### config.mk
export PLATFORM = sky130hd
export DESIGN_NAME = actcs_top
export DESIGN_NICKNAME = d
export VERILOG_FILES = /design/src/shared/actcs_pkg.sv /design/src/hdl/actcs_top.sv /design/src/hdl/actcs_area_decode.sv
export VERILOG_INCLUDE_DIRS = /design/src /design/src/shared
export SDC_FILE = /design/constraint.sdc
export NUM_CORES = 1
export LEC_CHECK = 0
export BUFFER_PORTS_ARGS = -buffer_cell sky130_fd_sc_hd__buf_2
export CAP_MARGIN = 20
export CORE_MARGIN = 1.5
export CORE_UTILIZATION = 25
export CTS_CLUSTER_DIAMETER = 200
export CTS_CLUSTER_SIZE = 10
export DETAILED_ROUTE_END_ITERATION = 6
export PLACE_DENSITY = 0.54
export SLEW_MARGIN = 20
export SYNTH_ARGS = -nofsm -noshare
export SYNTH_HDL_FRONTEND = slang
export SYNTH_HIERARCHICAL = 1
export SYNTH_SLANG_ARGS = --single-unit
### constraint.sdc
create_clock -name clk_i -period 1.8 [get_ports clk_i]
set_clock_uncertainty 0.15 [all_clocks]
set_input_delay 0.09 -clock clk_i [delete_from_list [all_inputs] [get_ports clk_i]]
set_output_delay 0.09 -clock clk_i [all_outputs]
set_load 0.01 [all_outputs]
### src/shared/actcs_defines.svh
// Purpose: constants for the area two/three chip-select and wait controller
// Assumes: register reached over classic wishbone, 32-bit data
// Notes:   definitions only
`ifndef ACTCS_DEFINES_SVH
`define ACTCS_DEFINES_SVH

// ************************************************
// register map
// ************************************************
`define ACTCS_BUS_CONTROL_ADDR   8'h84
`define ACTCS_STATUS_ADDR        8'h88
`define ACTCS_CFG_MASK           32'h0bdf_0fdf
`define ACTCS_RESET_LOW          32'h0000_0805
`define ACTCS_RESET_HIGH         32'h0005_0000

// ************************************************
// field positions (area three sits 16 bits above area two)
// ************************************************
`define ACTCS_WAIT_LSB           0
`define ACTCS_WIDTH_BIT          4
`define ACTCS_WAVE_LSB           6
`define ACTCS_RECOV_LSB          8
`define ACTCS_SPACE_BIT          10
`define ACTCS_ENABLE_BIT         11
`define ACTCS_AREA_STEP          16

// ************************************************
// codes and timing counts
// ************************************************
`define ACTCS_WAVE_ROMRAM        2'h0
`define ACTCS_WAIT_EXT           4'hf
`define ACTCS_RECOV_BAD          2'h3

`endif

### src/shared/actcs_pkg.sv
// Purpose: types for the area two/three chip-select controller
// Assumes: used together with actcs_defines.svh
// Notes:   access sequencer states are gray coded in the order IDLE, SETUP, WAIT, XWAIT, DONE, RECOVER
package actcs_pkg;
	typedef enum logic [2:0] {
		ACTCS_IDLE    = 3'h0,
		ACTCS_SETUP   = 3'h1,
		ACTCS_WAIT    = 3'h3,
		ACTCS_XWAIT   = 3'h2,
		ACTCS_DONE    = 3'h6,
		ACTCS_RECOVER = 3'h7
	} actcs_state_type;
endpackage

### src/hdl/actcs_top.sv
// Purpose: chip-select/wait control for external areas two and three
// Assumes: internal access requests are synchronous to clk_i
// Notes:   one access at a time; wait extension pin is asynchronous
// Operation
// - each area's waveform code must be 00, ROM/RAM timing; others flagged illegal
// - width bit 0 gives 16-bit transfers, 1 gives 8-bit transfers
// - wait codes 0-7 insert that many waits; 1111 gives one plus external N
// - area two enable bit gates its chip select; resets enabled
// - area three enable bit gates its chip select; resets disabled
// - area two space select 0 covers all memory, 1 only its window
// - read recovery 00 two dummies, 01 one, 10 none; 11 illegal
// - area two width resets from the boot mode pin level
//
// Added by the designer: the Wishbone interface to the registers and the placing of the registers.
`include "actcs_defines.svh"
`timescale 1ns/10ps
`default_nettype none
module actcs_top
	import actcs_pkg::*;
(
	input  wire logic        clk_i,
	input  wire logic        rst_i,
	input  wire logic        cyc_i,
	input  wire logic        stb_i,
	input  wire logic        we_i,
	input  wire logic [7:0]  adr_i,
	input  wire logic [3:0]  sel_i,
	input  wire logic [31:0] dat_i,
	output logic      [31:0] dat_o,
	output logic             ack_o,
	input  wire logic        boot_mode_pin_i,
	input  wire logic        wait_extend_i,
	input  wire logic        acc_req_i,
	input  wire logic        acc_read_i,
	input  wire logic        hit_two_window_i,
	input  wire logic        hit_three_window_i,
	output logic             acc_done_o,
	output logic             acc_width8_o,
	output logic             area_two_select_o,
	output logic             area_three_select_o
);
	import actcs_pkg::*;

	// ************************************************
	// pin synchronisers
	// ************************************************
	logic [1:0] boot_sync_r;
	logic [1:0] wext_sync_r;
	logic       boot_caught_r;
	always_ff @(posedge clk_i) begin
		boot_sync_r <= {boot_sync_r[0], boot_mode_pin_i};
		wext_sync_r <= {wext_sync_r[0], wait_extend_i};
	end

	// ************************************************
	// configuration register
	// ************************************************
	logic [31:0] cfg_r;
	logic [31:0] wmask;
	logic        bus_hit;
	logic        cfg_sel;
	assign cfg_sel = (adr_i == `ACTCS_BUS_CONTROL_ADDR);
	assign bus_hit = cyc_i && stb_i && !ack_o;
	assign wmask = {{8{sel_i[3]}}, {8{sel_i[2]}}, {8{sel_i[1]}}, {8{sel_i[0]}}} & `ACTCS_CFG_MASK;

	// boot strap is sampled once after release, since reset takes constants only
	always_ff @(posedge clk_i) begin
		if (rst_i) begin
			cfg_r         <= `ACTCS_RESET_LOW | `ACTCS_RESET_HIGH;
			boot_caught_r <= 1'b0;
		end else begin
			if (!boot_caught_r) begin
				cfg_r[`ACTCS_WIDTH_BIT] <= boot_sync_r[1];
				boot_caught_r           <= 1'b1;
			end else if (bus_hit && we_i && cfg_sel) begin
				cfg_r <= (cfg_r & ~wmask) | (dat_i & wmask);
			end
		end
	end

	// ************************************************
	// per-area decode
	// ************************************************
	logic [1:0]       en_a;
	logic [1:0]       w8_a;
	logic [1:0]       ext_a;
	logic [1:0]       bad_a;
	logic [1:0][2:0]  waits_a;
	logic [1:0][1:0]  recov_a;
	genvar g;
	generate
		for (g = 0; g < 2; g++) begin : g_area
			actcs_area_decode u_dec (
				.cfg_i      (cfg_r[g*`ACTCS_AREA_STEP +: 16]),
				.enable_o   (en_a[g]),
				.width8_o   (w8_a[g]),
				.ext_wait_o (ext_a[g]),
				.waits_o    (waits_a[g]),
				.recov_o    (recov_a[g]),
				.bad_o      (bad_a[g])
			);
		end
	endgenerate

	// ************************************************
	// bus slave answer
	// ************************************************
	logic busy_r; // access in progress, shown in status
	always_ff @(posedge clk_i) begin
		if (rst_i) begin
			ack_o <= 1'b0;
			dat_o <= 32'h0;
		end else begin
			ack_o <= bus_hit;
			if (bus_hit && !we_i) begin
				case (adr_i)
					`ACTCS_BUS_CONTROL_ADDR: dat_o <= cfg_r;
					`ACTCS_STATUS_ADDR:      dat_o <= {28'h0, bad_a, busy_r, 1'b0};
					default:                 dat_o <= 32'h0; // unmapped reads zero
				endcase
			end
		end
	end

	// ************************************************
	// area selection: area three window wins, area two may span all space
	// ************************************************
	logic hit_two;
	logic hit_three;
	assign hit_three = en_a[1] && hit_three_window_i;
	assign hit_two   = en_a[0] && !hit_three
		&& (!cfg_r[`ACTCS_SPACE_BIT] || hit_two_window_i);

	// ************************************************
	// access sequencer
	// ************************************************
	actcs_state_type state_r;
	logic       area_r;
	logic       read_r;
	logic [2:0] cnt_r;
	always_ff @(posedge clk_i) begin
		if (rst_i) begin
			state_r             <= ACTCS_IDLE;
			area_r              <= 1'b0;
			read_r              <= 1'b0;
			cnt_r               <= 3'h0;
			busy_r              <= 1'b0;
			acc_done_o          <= 1'b0;
			acc_width8_o        <= 1'b0;
			area_two_select_o   <= 1'b0;
			area_three_select_o <= 1'b0;
		end else begin
			acc_done_o <= 1'b0;
			case (state_r)
				ACTCS_IDLE: begin
					// requests outside both areas are left to other decoders
					if (acc_req_i && (hit_two || hit_three)) begin
						area_r              <= hit_three;
						read_r              <= acc_read_i;
						busy_r              <= 1'b1;
						acc_width8_o        <= hit_three ? w8_a[1] : w8_a[0];
						area_two_select_o   <= hit_two;
						area_three_select_o <= hit_three;
						state_r             <= ACTCS_SETUP;
					end
				end
				ACTCS_SETUP: begin
					cnt_r   <= waits_a[area_r];
					state_r <= ACTCS_WAIT;
				end
				ACTCS_WAIT: begin
					if (cnt_r != 3'h0) begin
						cnt_r <= cnt_r - 3'h1;
					end else if (ext_a[area_r] && wext_sync_r[1]) begin
						state_r <= ACTCS_XWAIT;
					end else begin
						state_r <= ACTCS_DONE;
					end
				end
				ACTCS_XWAIT: begin
					// external device stretches the access while it holds the pin
					if (!wext_sync_r[1]) begin
						state_r <= ACTCS_DONE;
					end
				end
				ACTCS_DONE: begin
					acc_done_o          <= 1'b1;
					area_two_select_o   <= 1'b0;
					area_three_select_o <= 1'b0;
					cnt_r               <= {1'b0, recov_a[area_r]};
					if (read_r && recov_a[area_r] != 2'h0) begin
						state_r <= ACTCS_RECOVER;
					end else begin
						busy_r  <= 1'b0;
						state_r <= ACTCS_IDLE;
					end
				end
				ACTCS_RECOVER: begin
					// dummy cycles let a slow device release the data bus
					if (cnt_r == 3'h1) begin
						busy_r  <= 1'b0;
						state_r <= ACTCS_IDLE;
					end
					cnt_r <= cnt_r - 3'h1;
				end
				default: state_r <= ACTCS_IDLE;
			endcase
		end
	end

	// ************************************************
	// checks
	// ************************************************
	area_excl_a: assert property (@(posedge clk_i) disable iff (rst_i)
		!(area_two_select_o && area_three_select_o)) else $error("both area selects active");
	three_gate_a: assert property (@(posedge clk_i) disable iff (rst_i)
		$rose(area_three_select_o) |-> $past(en_a[1])) else $error("area three selected while disabled");
	two_gate_a: assert property (@(posedge clk_i) disable iff (rst_i)
		$rose(area_two_select_o) |-> $past(en_a[0])) else $error("area two selected while disabled");
	space_sel_a: assert property (@(posedge clk_i) disable iff (rst_i)
		$rose(area_two_select_o) |-> $past(!cfg_r[`ACTCS_SPACE_BIT] || hit_two_window_i))
		else $error("area two outside its window");
	wave_code_a: assert property (@(posedge clk_i) disable iff (rst_i)
		(cfg_r[7:6] != 2'h0) |-> bad_a[0]) else $error("bad waveform not flagged");
	boot_width_a: assert property (@(posedge clk_i)
		$rose(boot_caught_r) |-> cfg_r[`ACTCS_WIDTH_BIT] == $past(boot_sync_r[1]))
		else $error("boot width not strapped");
	zero_wait_a: assert property (@(posedge clk_i) disable iff (rst_i)
		(state_r == ACTCS_SETUP && waits_a[area_r] == 3'h0 && !ext_a[area_r]) |-> ##3 acc_done_o)
		else $error("zero-wait access too slow");
	recov_two_a: assert property (@(posedge clk_i) disable iff (rst_i)
		(acc_done_o && read_r && recov_a[area_r] == 2'h2) |-> busy_r ##1 busy_r ##1 !busy_r)
		else $error("two-cycle recovery wrong");
	width_out_a: assert property (@(posedge clk_i) disable iff (rst_i)
		$rose(area_three_select_o) |-> acc_width8_o == $past(w8_a[1])) else $error("wrong width");
endmodule // actcs_top
`default_nettype wire

### src/hdl/actcs_area_decode.sv
// Purpose: decodes one area's configuration half-word into timing values
// Assumes: field layout from actcs_defines.svh
// Notes:   prohibited codes are flagged, not repaired
`include "actcs_defines.svh"
`timescale 1ns/10ps
`default_nettype none
module actcs_area_decode (
	input  wire logic [15:0] cfg_i,
	output logic             enable_o,
	output logic             width8_o,
	output logic             ext_wait_o,
	output logic [2:0]       waits_o,
	output logic [1:0]       recov_o,
	output logic             bad_o
);
	logic [3:0] wait_code;
	logic [1:0] rec_code;
	logic [1:0] wave_code;

	// field extraction
	assign wait_code  = cfg_i[`ACTCS_WAIT_LSB +: 4];
	assign rec_code   = cfg_i[`ACTCS_RECOV_LSB +: 2];
	assign wave_code  = cfg_i[`ACTCS_WAVE_LSB +: 2];
	assign enable_o   = cfg_i[`ACTCS_ENABLE_BIT];
	assign width8_o   = cfg_i[`ACTCS_WIDTH_BIT];
	assign ext_wait_o = (wait_code == `ACTCS_WAIT_EXT);
	// 1111 means one fixed cycle then external extension
	assign waits_o    = ext_wait_o ? 3'h1 : wait_code[2:0];
	// 00 -> 2 dummies, 01 -> 1, 10 -> none
	assign recov_o    = (rec_code == 2'h0) ? 2'h2 : (rec_code == 2'h1) ? 2'h1 : 2'h0;
	// prohibited waveform, wait or recovery codes
	assign bad_o      = (wave_code != `ACTCS_WAVE_ROMRAM)
		|| (wait_code[3] && !ext_wait_o) || (rec_code == `ACTCS_RECOV_BAD);
endmodule // actcs_area_decode
`default_nettype wire

### Yosys cells after proc, flatten, opt, wreduce, memory -nomap -nowiden

Index checks and enable logic that the tools add are counted.

| storage, ports and cells | value |
|---|---|
| register bits | 83 |
| input bits | 55 |
| output and inout port bits | 37 |
| logic and storage cells | 119 |

| cells by class | value |
|---|---|
| add/sub/neg operators | 1 |
| order comparisons | 1 |
| eq/ne operators | 21 |
| multiplexer cells | 35 |
| bitwise gates (word level) | 4 |
| reductions and logical operators | 41 |

Operators with widths:

| cell | number |
|---|---|
| 32-bit case mux with 2 select lines | 1 |
| 3-bit two-way mux | 11 |
| 32-bit by 28-bit AND with 32-bit output | 1 |
| 32-bit AND | 1 |
| 28-bit NOT with 32-bit output | 1 |
| 32-bit OR | 1 |
| 3-bit case mux with 6 select lines | 1 |
| 8-bit == test (second input constant) | 2 |
| 1-bit logical AND | 13 |
| 1-bit two-way mux | 13 |
| 2-bit inequality test (second input constant) | 6 |
| 3-bit case mux with 4 select lines | 1 |
| 4-bit == test (second input constant) | 2 |
| 2-bit two-way mux | 4 |
| 2-bit AND reduction | 4 |
| 4-bit AND reduction | 2 |
| 2-bit nonzero test | 4 |
| 3-bit by 1-bit == test with 1-bit output (second input constant) | 2 |
| 3-bit by 2-bit == test with 1-bit output (second input constant) | 2 |
| 3-bit == test (second input constant) | 2 |
| 1-bit logical NOT | 6 |
| 1-bit logical OR | 6 |
| 3-bit nonzero test | 2 |
| 5-bit two-way mux | 1 |
| other kinds (10) | 14 |

### Logic depth before layout (Yosys ltp)

Gate-level depths: netlist of the first run.

| logic depth | value |
|---|---|
| depth after elaboration | 9 |
| depth in mapped cells | 6 |
| depth with buffers taken out | 6 |

### Hierarchy

Netlist of the first run, hierarchy kept.

By module, submodules not included:

| module | instances | cells each | area each (µm²) | sequential area each (µm²) |
|---|---|---|---|---|
| actcs_top | 1 | 308 | 2705.1 | 1221.2 |
| actcs_area_decode | 2 | 12 | 72.6 | 0.0 |

### Least setup slack after synthesis of the first run

No wires, ideal clock.

| timing path | value |
|---|---|
| kind | input -> register |
| start point | input adr_i[5] |
| end point | register (tool-made name) |
| library setup time | 0.123 ns |
| arrival time | 1.607 ns |
| data required time | 1.527 ns |
| path slack | -0.080 ns |
| cell stages on the path | 6 |
| buffers on the path | 2 |
| cell sequence | or4b_4 -> buf_6 -> or4_4 -> buf_6 -> nor3_1 -> o21ai_1 |

RTL lines:

| element | line | source |
|---|---|---|
| start, declared | actcs_top.sv:26 | `input wire logic [7:0] adr_i,` |

### Final worst setup path of the first run

| timing path | value |
|---|---|
| start point | register area_r |
| end point | register busy_r |

| on the way | value |
|---|---|
| word-level cells in the longest chain between the ends | 6 |

RTL lines:

| element | line | source |
|---|---|---|
| start, declared | actcs_top.sv:138 | `logic area_r;` |
| start signal, assigned | actcs_top.sv:158 | `area_r <= hit_three;` |
| 2-bit two-way mux (not written as such) (2 in series) | actcs_top.sv:191 | `if (read_r && recov_a[area_r] != 2'h0) begin` |
| 2-bit nonzero test | actcs_top.sv:191 |  |
| 1-bit logical AND | actcs_top.sv:191 |  |
| 2-bit inequality test (no line) | -- |  |
| 4-bit AND reduction (no line) | -- |  |
| end signal, assigned | actcs_top.sv:160 | `busy_r <= 1'b1;` |
| end signal, assigned | actcs_top.sv:194 | `busy_r <= 1'b0;` |
| end signal, assigned | actcs_top.sv:201 | `busy_r <= 1'b0;` |
| end, declared | actcs_top.sv:108 | `logic busy_r;` |

Every way passes these cells. The select of a mux whose other input is x is not followed.
A chain may end at the register's enable or synchronous reset.

==> results of run 1 <==
per-layer routing:
layer | up-vias | global-route usage [%] | part of all wire, %
met5 | - | 0 | 0
met4 | 0 | 5.57 | 1.8
met3 | 11 | 3.62 | 5.1
met2 | 86 | 21.7 | 45
met1 | 1282 | 19.3 | 48
li1 | 1411 | - | -
layout make-up:
class                      count  area (sq um)  area share [%]
multi-input combinational    229          1440            34.8
sequential                    61          1220            29.6
timing repair buffer         129           898            21.7
clock buffer                  10           239            5.78
tap                          140           175            4.24
clock inverter                 6           110            2.66
inverter                      13          48.8            1.18
kinds of logic (layout without fill, tap and decap cells):
kind of cell             Yosys count  in the layout
flip-flops                        61             61
buffers and inverters             52            158
AND/OR/NAND/NOR                  103            103
multiplexers                       8              8
other                              1             11
AO/OA/AOI/OAI                    104            104
adder cells (fa/ha/maj)            3              3
final timing paths:
path | to | slack (ps)
worst max-delay path | busy_r | 90
worst min-delay path | area_three_select_o | 60
worst max register to register | busy_r | 90
worst min register to register | wext_sync_r[1] | 180
metrics by stage:
stage | utilization [%] | power (mW) | setup TNS, ps | setup slack (ps)
floorplan | - | 2.05 | -829 | -64.4
CTS | 37.2 | 4.32 | 0 | 62.5
detailed placement | 31.2 | 2.27 | -2850 | -125
global route | 37.6 | 4.55 | -15.9 | -11.2
finish | 37.6 | 4.32 | 0 | 88.2
global placement | 31.2 | 2.26 | -2210 | -98.9
power by group through the flow:
stage	logic, mW	registers, mW	clock network [mW]
2_1_floorplan	0.521	1.53	0
3_3_place_gp	0.678	1.59	0
3_5_place_dp	0.684	1.59	0
4_1_cts	0.743	1.56	2.01
5_1_grt	0.871	1.59	2.09
6_report	0.766	1.58	1.98
cell usage in the layout, fill, tap and decap left out, types with 3 or more instances in the layout:
cell type and n:
a21oi_1 26, a211oi_1 4, clkbuf_16 9, dfxtp_1 58
mux2i_1 4, inv_1 13, nand2_1 13, and2_1 7
buf_2 69, o22ai_1 5, dfxtp_2 3, nor3_2 3
dlygate4sd3_1 31, o21ai_0 6, conb_1 11, ha_1 3
bufinv_16 3, o21ai_1 22, buf_4 27, nand4_1 14
a22oi_1 21, a31oi_1 6, nand3_1 14, nand2b_1 5
nor2_1 26
worst min-delay path: stages:
cell and delay [ps]:
buf_2 110, nand2_1 80, o21ai_0 130, a21boi_0 70
timing repair:
item	CTS	global route
pin swaps	0	4
hold buffers	31	0
resized for setup	2	12
endpoints found under the hold margin	34	0
setup endpoints to repair	3	9
setup buffers	0	0
==> results.cfg, run 1 <==
[run_status]
status = finished clean

[sta]
hold_ws_ps = 62.5
fmax_mhz = 584
hold_viol = 0
max_slew.worst_pin.slew_ps = 520
period_share_pct = 95.1
rsz0062_at_grt = yes
period_minus_slack_ps = 1710
setup_violations = 0
drv_slew = 0
maxSlewHeadroom_pct = 65.0

[route]
drc_errors = 0
vias = 2790
viasPerCell = 4.74
drtIter0Drc = 98
ant_nets = 0
wl_per_cell_um = 13.7
firstDrtPassIters = 4
drt-total-wl_mm = 8.03

[yosys]
ys.flop_type = dfxtp_1
synth_common_cells = 61 x dfxtp_1, 26 x a21oi_1, 26 x nor2_1
ys_warn_count = 6
synth_fa_ha_area_share_pct = 1.32
synthArstFlopShare_pct = 0
synth_top_family_by_area = compound AO/OA/AOI/OAI gates
synth-edff-count = 0
synth_top_area_share_pct = 42.8
post_synth_and_or_nand_nor_area_fraction_pct = 20.1
synth_compound_area_share_pct = 22.7
ys_seq_elements = 61
muxShareOfSynthArea_pct = 2.90
yosys.area.top_type = dfxtp_1
ys_seq_area_share_pct = 42.8
yosys.cell_count.top_type = dfxtp_1
synthTopCellsByArea = dfxtp_1 43%, a22oi_1 5.5%, a21oi_1 4.6%
syn-cell-area_sq_um = 2850
synth.distinct_cells = 47
syn_inst = 332
syn_avg_cell_area_sq_um = 8.59
synth_xor_area_share_pct = 0

[die]
die_w_um = 110
core_area_sq_um = 11000
die_area_sq_um = 12100
dieHeight_um = 110
ioPinCount = 92
start_util_pct = 26.0
rows = 38

[clocking]
htreeDepth = 3
clock_tree.buffer_depth = 2
cts-root-buf = clkbuf_16
clock_latency_ps = 320
numCtsBuffers = 9
cts_tree = yes
clk_pin_slew_ps = 50
clock-sinks = 61

[setup_path]
path_cells = mux2i_2 > a2111oi_4 > buf_4 > o31ai_1 > a21oi_1
path_depth = 5
cp_slowest_stage_delay_ps = 460
crit_buf_inv = 1
cp-end-kind = flip-flop
cpLargestDelayFamily = compound AO/OA/AOI/OAI gates
crit_type = reg2reg
start_kind = flip-flop
r2r_cells = 5
cp_data_required_time_ps = 1860
cp_slowest_cell = dfxtp_1
arrival_ps = 1770
cp_max_fo = 4
cp-startpoint = area_r
r2r-start = area_r

[global_routing]
grt_pass1_vias = 2663
antenna_found_initial = 0
grt_usage_pct = 14.3
grt_first_pass_wirelength_mm = 13.2
grt-ovfl-total = 0
grt_max_degree = 22

[finish]
area_growth_pct = 45.0
final_area_sq_um = 4130
n_fill_cell = 1118
num-nets-final = 501
instances_no_fill = 588
antennaDiodeCount = 0
layout-drive-gt1-share_pct = 30.1

[flow_run]
cap_viol_max_count = 0

[power]
power_leakage_nw = 1.66
p_seq_share_pct = 36.6
p_int_mw = 3.21
p_sw_mw = 1.11
power_frac_comb_pct = 17.7
ir_drop_uv = 416
p_sw_share_pct = 25.7
power_density_nw_per_um2 = 1050
clkPwrFrac_pct = 45.7

[placement]
dpl-instance-area_sq_um = 3430
port_buffers = 69
dp_cells = 541
gp_congestion = 0.797
dp_hpwl_mm = 6.06

[hold_path]
hp-class = in2reg
min_from = acc_req_i
hold_depth = 4
Power figures use the tool's default switching activity.
==> run 2: changes to the inputs <==
--- a/config.mk
+++ b/config.mk
@@ -13,6 +13,7 @@
 export CTS_CLUSTER_DIAMETER = 200
 export CTS_CLUSTER_SIZE = 10
 export DETAILED_ROUTE_END_ITERATION = 6
+export MAX_ROUTING_LAYER = met4
 export PLACE_DENSITY = 0.54
 export SLEW_MARGIN = 20
 export SYNTH_ARGS = -nofsm -noshare
==> results.cfg, run 2 (synthesis gave the netlist of run 1 again) <==
[sta]
fmax_mhz = 586
fin_ws_ps = 92.9
rsz0062_at_grt = yes
max_slew.worst_pin.slew_ps = 520
maxSlewHeadroom_pct = 65.0
hold_viol = 0
period_share_pct = 94.8
hold_ws_ps = 61.8
setup_violations = 0
drv_slew = 0
period_minus_slack_ps = 1710

[clocking]
clock_tree.buffer_depth = 2
cts_setup_buffers = 0
clock_latency_ps = 320
clk_pin_slew_ps = 50
cts_tree = yes
numCtsBuffers = 9
cts-root-buf = clkbuf_16
htreeDepth = 3
clock-sinks = 61

[route]
viasPerCell = 4.75
top_layer_used = met4
drt-total-wl_mm = 8.04
firstDrtPassIters = 4
drtIter0Drc = 97
met1_length_mm = 3.85
ant_nets = 0
drc_errors = 0
wl_per_cell_um = 13.7
wl_met3_um = 452
dr_wl_met2_mm = 3.58
vias = 2795

[run_status]
status = finished clean

[placement]
dp_hpwl_mm = 6.06
port_buffers = 69
place_ws_ps = -125
gp_congestion = 0.809

[die]
die_w_um = 110
rows = 38
core_area_sq_um = 11000
ioPinCount = 92
die_area_sq_um = 12100
dieHeight_um = 110
start_util_pct = 26.0

[setup_path]
cpLargestDelayFamily = compound AO/OA/AOI/OAI gates
cp_slowest_cell = dfxtp_1
cp_slowest_stage_delay_ps = 450
r2r_cells = 5
start_kind = flip-flop
crit_type = reg2reg
path_cells = mux2i_2 > a2111oi_4 > buf_4 > o31ai_1 > a21oi_1
cp-end-kind = flip-flop
crit_buf_inv = 1
r2r-start = area_r
cp_max_fo = 4
cp_data_required_time_ps = 1860
arrival_ps = 1760
reg2reg_setup_slack_ps = 90
r2r-end = busy_r

[hold_path]
hp-class = in2reg
min_from = acc_req_i
hold_end = area_three_select_o
hold_depth = 4

[global_routing]
antenna_found_initial = 0
grt_pass1_vias = 2660
grt-ovfl-total = 0
grt_max_degree = 22
grt_usage_pct = 14.7
grt_first_pass_wirelength_mm = 13.2

[flow_run]
cap_viol_max_count = 0

[finish]
layout-drive-gt1-share_pct = 30.1
area_growth_pct = 45.0
fin_util_pct = 37.6
mostFrequentLayoutCell = buf_2
antennaDiodeCount = 0
layout_common_cells = 69 x buf_2, 58 x dfxtp_1, 31 x dlygate4sd3_1
num-nets-final = 501

[power]
power_density_nw_per_um2 = 1050
power_leakage_nw = 1.66
ir_drop_uv = 417
## run 2: cell counts in the layout (fill, tap and decap cells not counted)
No cell type changed its count.
## run 2: what timing repair did
action,in CTS,in global routing
hold buffers,31,0
hold endpoints to repair,34,0
pin swaps,0,4
endpoints found under the setup margin,3,9
resized for setup,2,12
## run 2: metrics by stage
stage                     cell area, sq um  total power, mW  cells  TNS, ps
after detailed placement              3430             2.27    541    -2850
after floorplan                       2900             2.05    342     -829
after CTS                             4090             4.32    588        0
after global routing                  4130             4.55    588    -15.9
final                                 4130             4.33    588        0
after global placement                3430             2.26    541    -2210
## run 2: cell type report
cell class | count | area [sq um]
Inverter | 13 | 48.8
Clock inverter | 6 | 110
Clock buffer | 10 | 239
Multi-Input combinational cell | 229 | 1440
Sequential cell | 61 | 1220
Timing Repair Buffer | 129 | 898
Fill cell | 1118 | 6850
Tap cell | 140 | 175
## run 2: how the worst max path moves through the flow
stage,start,cells after the start,endpoint
final,area_r,5,busy_r
after global routing,cnt_r[1],6,cnt_r[2]
after CTS,flip-flop,6,state_r[0]
after detailed placement,adr_i[5],5,flip-flop
after global placement,adr_i[5],5,flip-flop
after floorplan,adr_i[5],6,flip-flop
## run 2: routing by layer
layer | global-route usage (%) | up-vias
met5 | - | -
li1 | - | 1411
met4 | 5.57 | 0
met2 | 21.6 | 85
met3 | 3.62 | 15
met1 | 19.4 | 1284
## run 2: worst register-to-register path, cell delays in order, from the launching register on
cell	delay, ps
dfxtp_1	450
mux2i_2	360
a2111oi_4	120
buf_4	150
o31ai_1	260
a21oi_1	100
## run 2: report_power, final
part | switching [mW] | total (mW) | internal, mW | leakage (nW)
Clock | 0.592 | 1.98 | 1.39 | 0.165
Combinational | 0.395 | 0.769 | 0.374 | 0.999
Sequential | 0.125 | 1.58 | 1.45 | 0.497
==> run 3: changes to the inputs <==
--- a/config.mk
+++ b/config.mk
@@ -6,15 +6,15 @@
 export SDC_FILE = /design/constraint.sdc
 export NUM_CORES = 1
 export LEC_CHECK = 0
+export ABC_AREA = 1
 export BUFFER_PORTS_ARGS = -buffer_cell sky130_fd_sc_hd__buf_2
-export CAP_MARGIN = 20
 export CORE_MARGIN = 1.5
 export CORE_UTILIZATION = 25
 export CTS_CLUSTER_DIAMETER = 200
 export CTS_CLUSTER_SIZE = 10
 export DETAILED_ROUTE_END_ITERATION = 6
 export MAX_ROUTING_LAYER = met4
-export PLACE_DENSITY = 0.54
+export PLACE_DENSITY = 0.53
 export SLEW_MARGIN = 20
 export SYNTH_ARGS = -nofsm -noshare
 export SYNTH_HDL_FRONTEND = slang
==> results.cfg, run 3 <==
[run_status]
status = finished clean

[die]
dieHeight_um = 113
start_util_pct = 25.5
die_area_sq_um = 12800
die_w_um = 113
core_area_sq_um = 11900
rows = 40
ioPinCount = 92

[power]
clkPwrFrac_pct = 45.0
power_leakage_nw = 2.08
ir_drop_uv = 610
power_frac_comb_pct = 17.7
p_sw_mw = 1.12
power_density_nw_per_um2 = 1030
p_int_mw = 3.03
p_total_mw = 4.15
p_seq_share_pct = 37.3
p_sw_share_pct = 27.0

[clocking]
clock_latency_ps = 320
cts_tree = yes
clk_pin_slew_ps = 50
cts_setup_buffers = 0
numCtsBuffers = 9
post_cts_resize_count = 0
cts-root-buf = clkbuf_16
clock_tree.buffer_depth = 2
postCtsHoldBufs = 25
clock-sinks = 61
htreeDepth = 3

[yosys]
ys.flop_type = dfxtp_1
synth.distinct_cells = 32
yosys.cell_count.top_type = nand2_1
synth_top_area_share_pct = 40.2
yosys.area.top_type = dfxtp_1
synthArstFlopShare_pct = 0
synth-edff-count = 0
ys_seq_elements = 61
ys_seq_area_share_pct = 40.2
syn_avg_cell_area_sq_um = 6.83
synth_common_cells = 146 x nand2_1, 61 x dfxtp_1, 61 x nor2_1
syn-cell-area_sq_um = 3040
ys_warn_count = 6
syn_inst = 445
synthTopCellsByArea = dfxtp_1 40%, nand2_1 18%, nor2_1 7.5%

[sta]
period_minus_slack_ps = 1600
hold_ws_ps = 1.59
drv_slew = 0
period_share_pct = 89.0
fmax_mhz = 624
fin_ws_ps = 198
finalSetupTns_ps = 0
rsz0062_at_grt = no
setup_violations = 0
hold_viol = 0

[placement]
dp_hpwl_mm = 5.74
place_ws_ps = 196
dp_cells = 647
port_buffers = 69
gp_congestion = 0.796
dpl-instance-area_sq_um = 3450

[finish]
layout-drive-gt1-share_pct = 19.6
antennaDiodeCount = 0
mostFrequentLayoutCell = nand2_1
num-nets-final = 594
fin_util_pct = 33.8
layout_common_cells = 146 x nand2_1, 69 x buf_2, 61 x nor2_1, 61 x dfxtp_1, 59 x inv_1
instances_no_fill = 688
final_area_sq_um = 4030
area_growth_pct = 32.6

[hold_path]
hp-class = in2reg
hold_end = cfg_r[4]
min_from = dat_i[4]
hold_depth = 5

[setup_path]
cp_slowest_stage_delay_ps = 330
cp-end-kind = flip-flop
r2r-start = ack_o
start_kind = flip-flop
r2r_cells = 6
path_cells = nor2_4 > nand2_2 > nor2_4 > nand4_2 > nor2_1 > nor2_1
cp_max_fo = 11
arrival_ps = 1650
cp_slowest_cell = dfxtp_1
cp_data_required_time_ps = 1850
reg2reg_setup_slack_ps = 200
crit_type = reg2reg

[route]
firstDrtPassIters = 4
drtIter0Drc = 74
drc_errors = 0
viasPerCell = 4.14
vias = 2846
wl_per_cell_um = 11.1
ant_nets = 0
drt-total-wl_mm = 7.66

[global_routing]
grt_usage_pct = 13.0
busiest_layer = met2
grt_first_pass_wirelength_mm = 12.8
use_met3_pct = 2.52
grtUsageMet1_pct = 15.6
grt-ovfl-total = 0
met2_usage_pct = 22.1
grt_pass1_vias = 2750
grt_max_degree = 29
antenna_found_initial = 0

[flow_run]
cap_viol_max_count = 0
run 3: cell types whose count changed in the layout (fill, tap and decap cells not counted), moves of 6 or more:
cell,previous run,this run
nand2_1,13,146
a22oi_1,21,0
o21ai_1,22,0
nand4_1,14,1
nor2_1,26,61
dlygate4sd3_1,31,25
buf_4,27,5
inv_1,13,59
and2_1,7,0
run 3: power groups by stage:
| stage | logic (mW) | clock network (mW) | registers (mW) |
|---|---|---|---|
| 2_1_floorplan | 0.520 | 0 | 1.55 |
| 3_3_place_gp | 0.678 | 0 | 1.58 |
| 3_5_place_dp | 0.692 | 0 | 1.57 |
| 4_1_cts | 0.736 | 1.91 | 1.55 |
| 5_1_grt | 0.846 | 1.98 | 1.56 |
| 6_report | 0.735 | 1.87 | 1.55 |
run 3: worst max path at each step:
stage	from	end	depth (start not counted)
floorplan	ack_o	dat_o[16]	6
global placement	ack_o	flip-flop	6
detailed placement	ack_o	flip-flop	6
CTS	ack_o	flip-flop	6
global route	ack_o	flip-flop	6
finish	ack_o	flip-flop	6
run 3: routing by layer:
metal	wire, um	up-vias
met5	0	-
met4	47	0
met3	249	4
met2	3630	60
met1	3740	1258
li1	-	1524
run 3: layout make-up:
cell class                 count  area [sq um]
clock inverter                 4          70.1
multi-input combinational    304          1430
fill                        1269          7880
clock buffer                  12           256
inverter                      61           229
timing repair buffer          99           633
sequential                    61          1220
tap                          147           184
run 3: logic make-up after synthesis:
logic type	after synthesis	share of synthesized area [%]
compound gates	45	8.07
xor+xnor	1	0.288
fa+ha+maj	3	1.24
buf+inv	90	13.8
flops	61	40.2
mux	1	0.330
other cells	1	0.123
simple gates	243	35.9
run 3: worst max-delay path: cells and delay by family (launching register included):
family           cells  cell delay [ps]
flip-flops           1              330
AND/OR/NAND/NOR      6              990
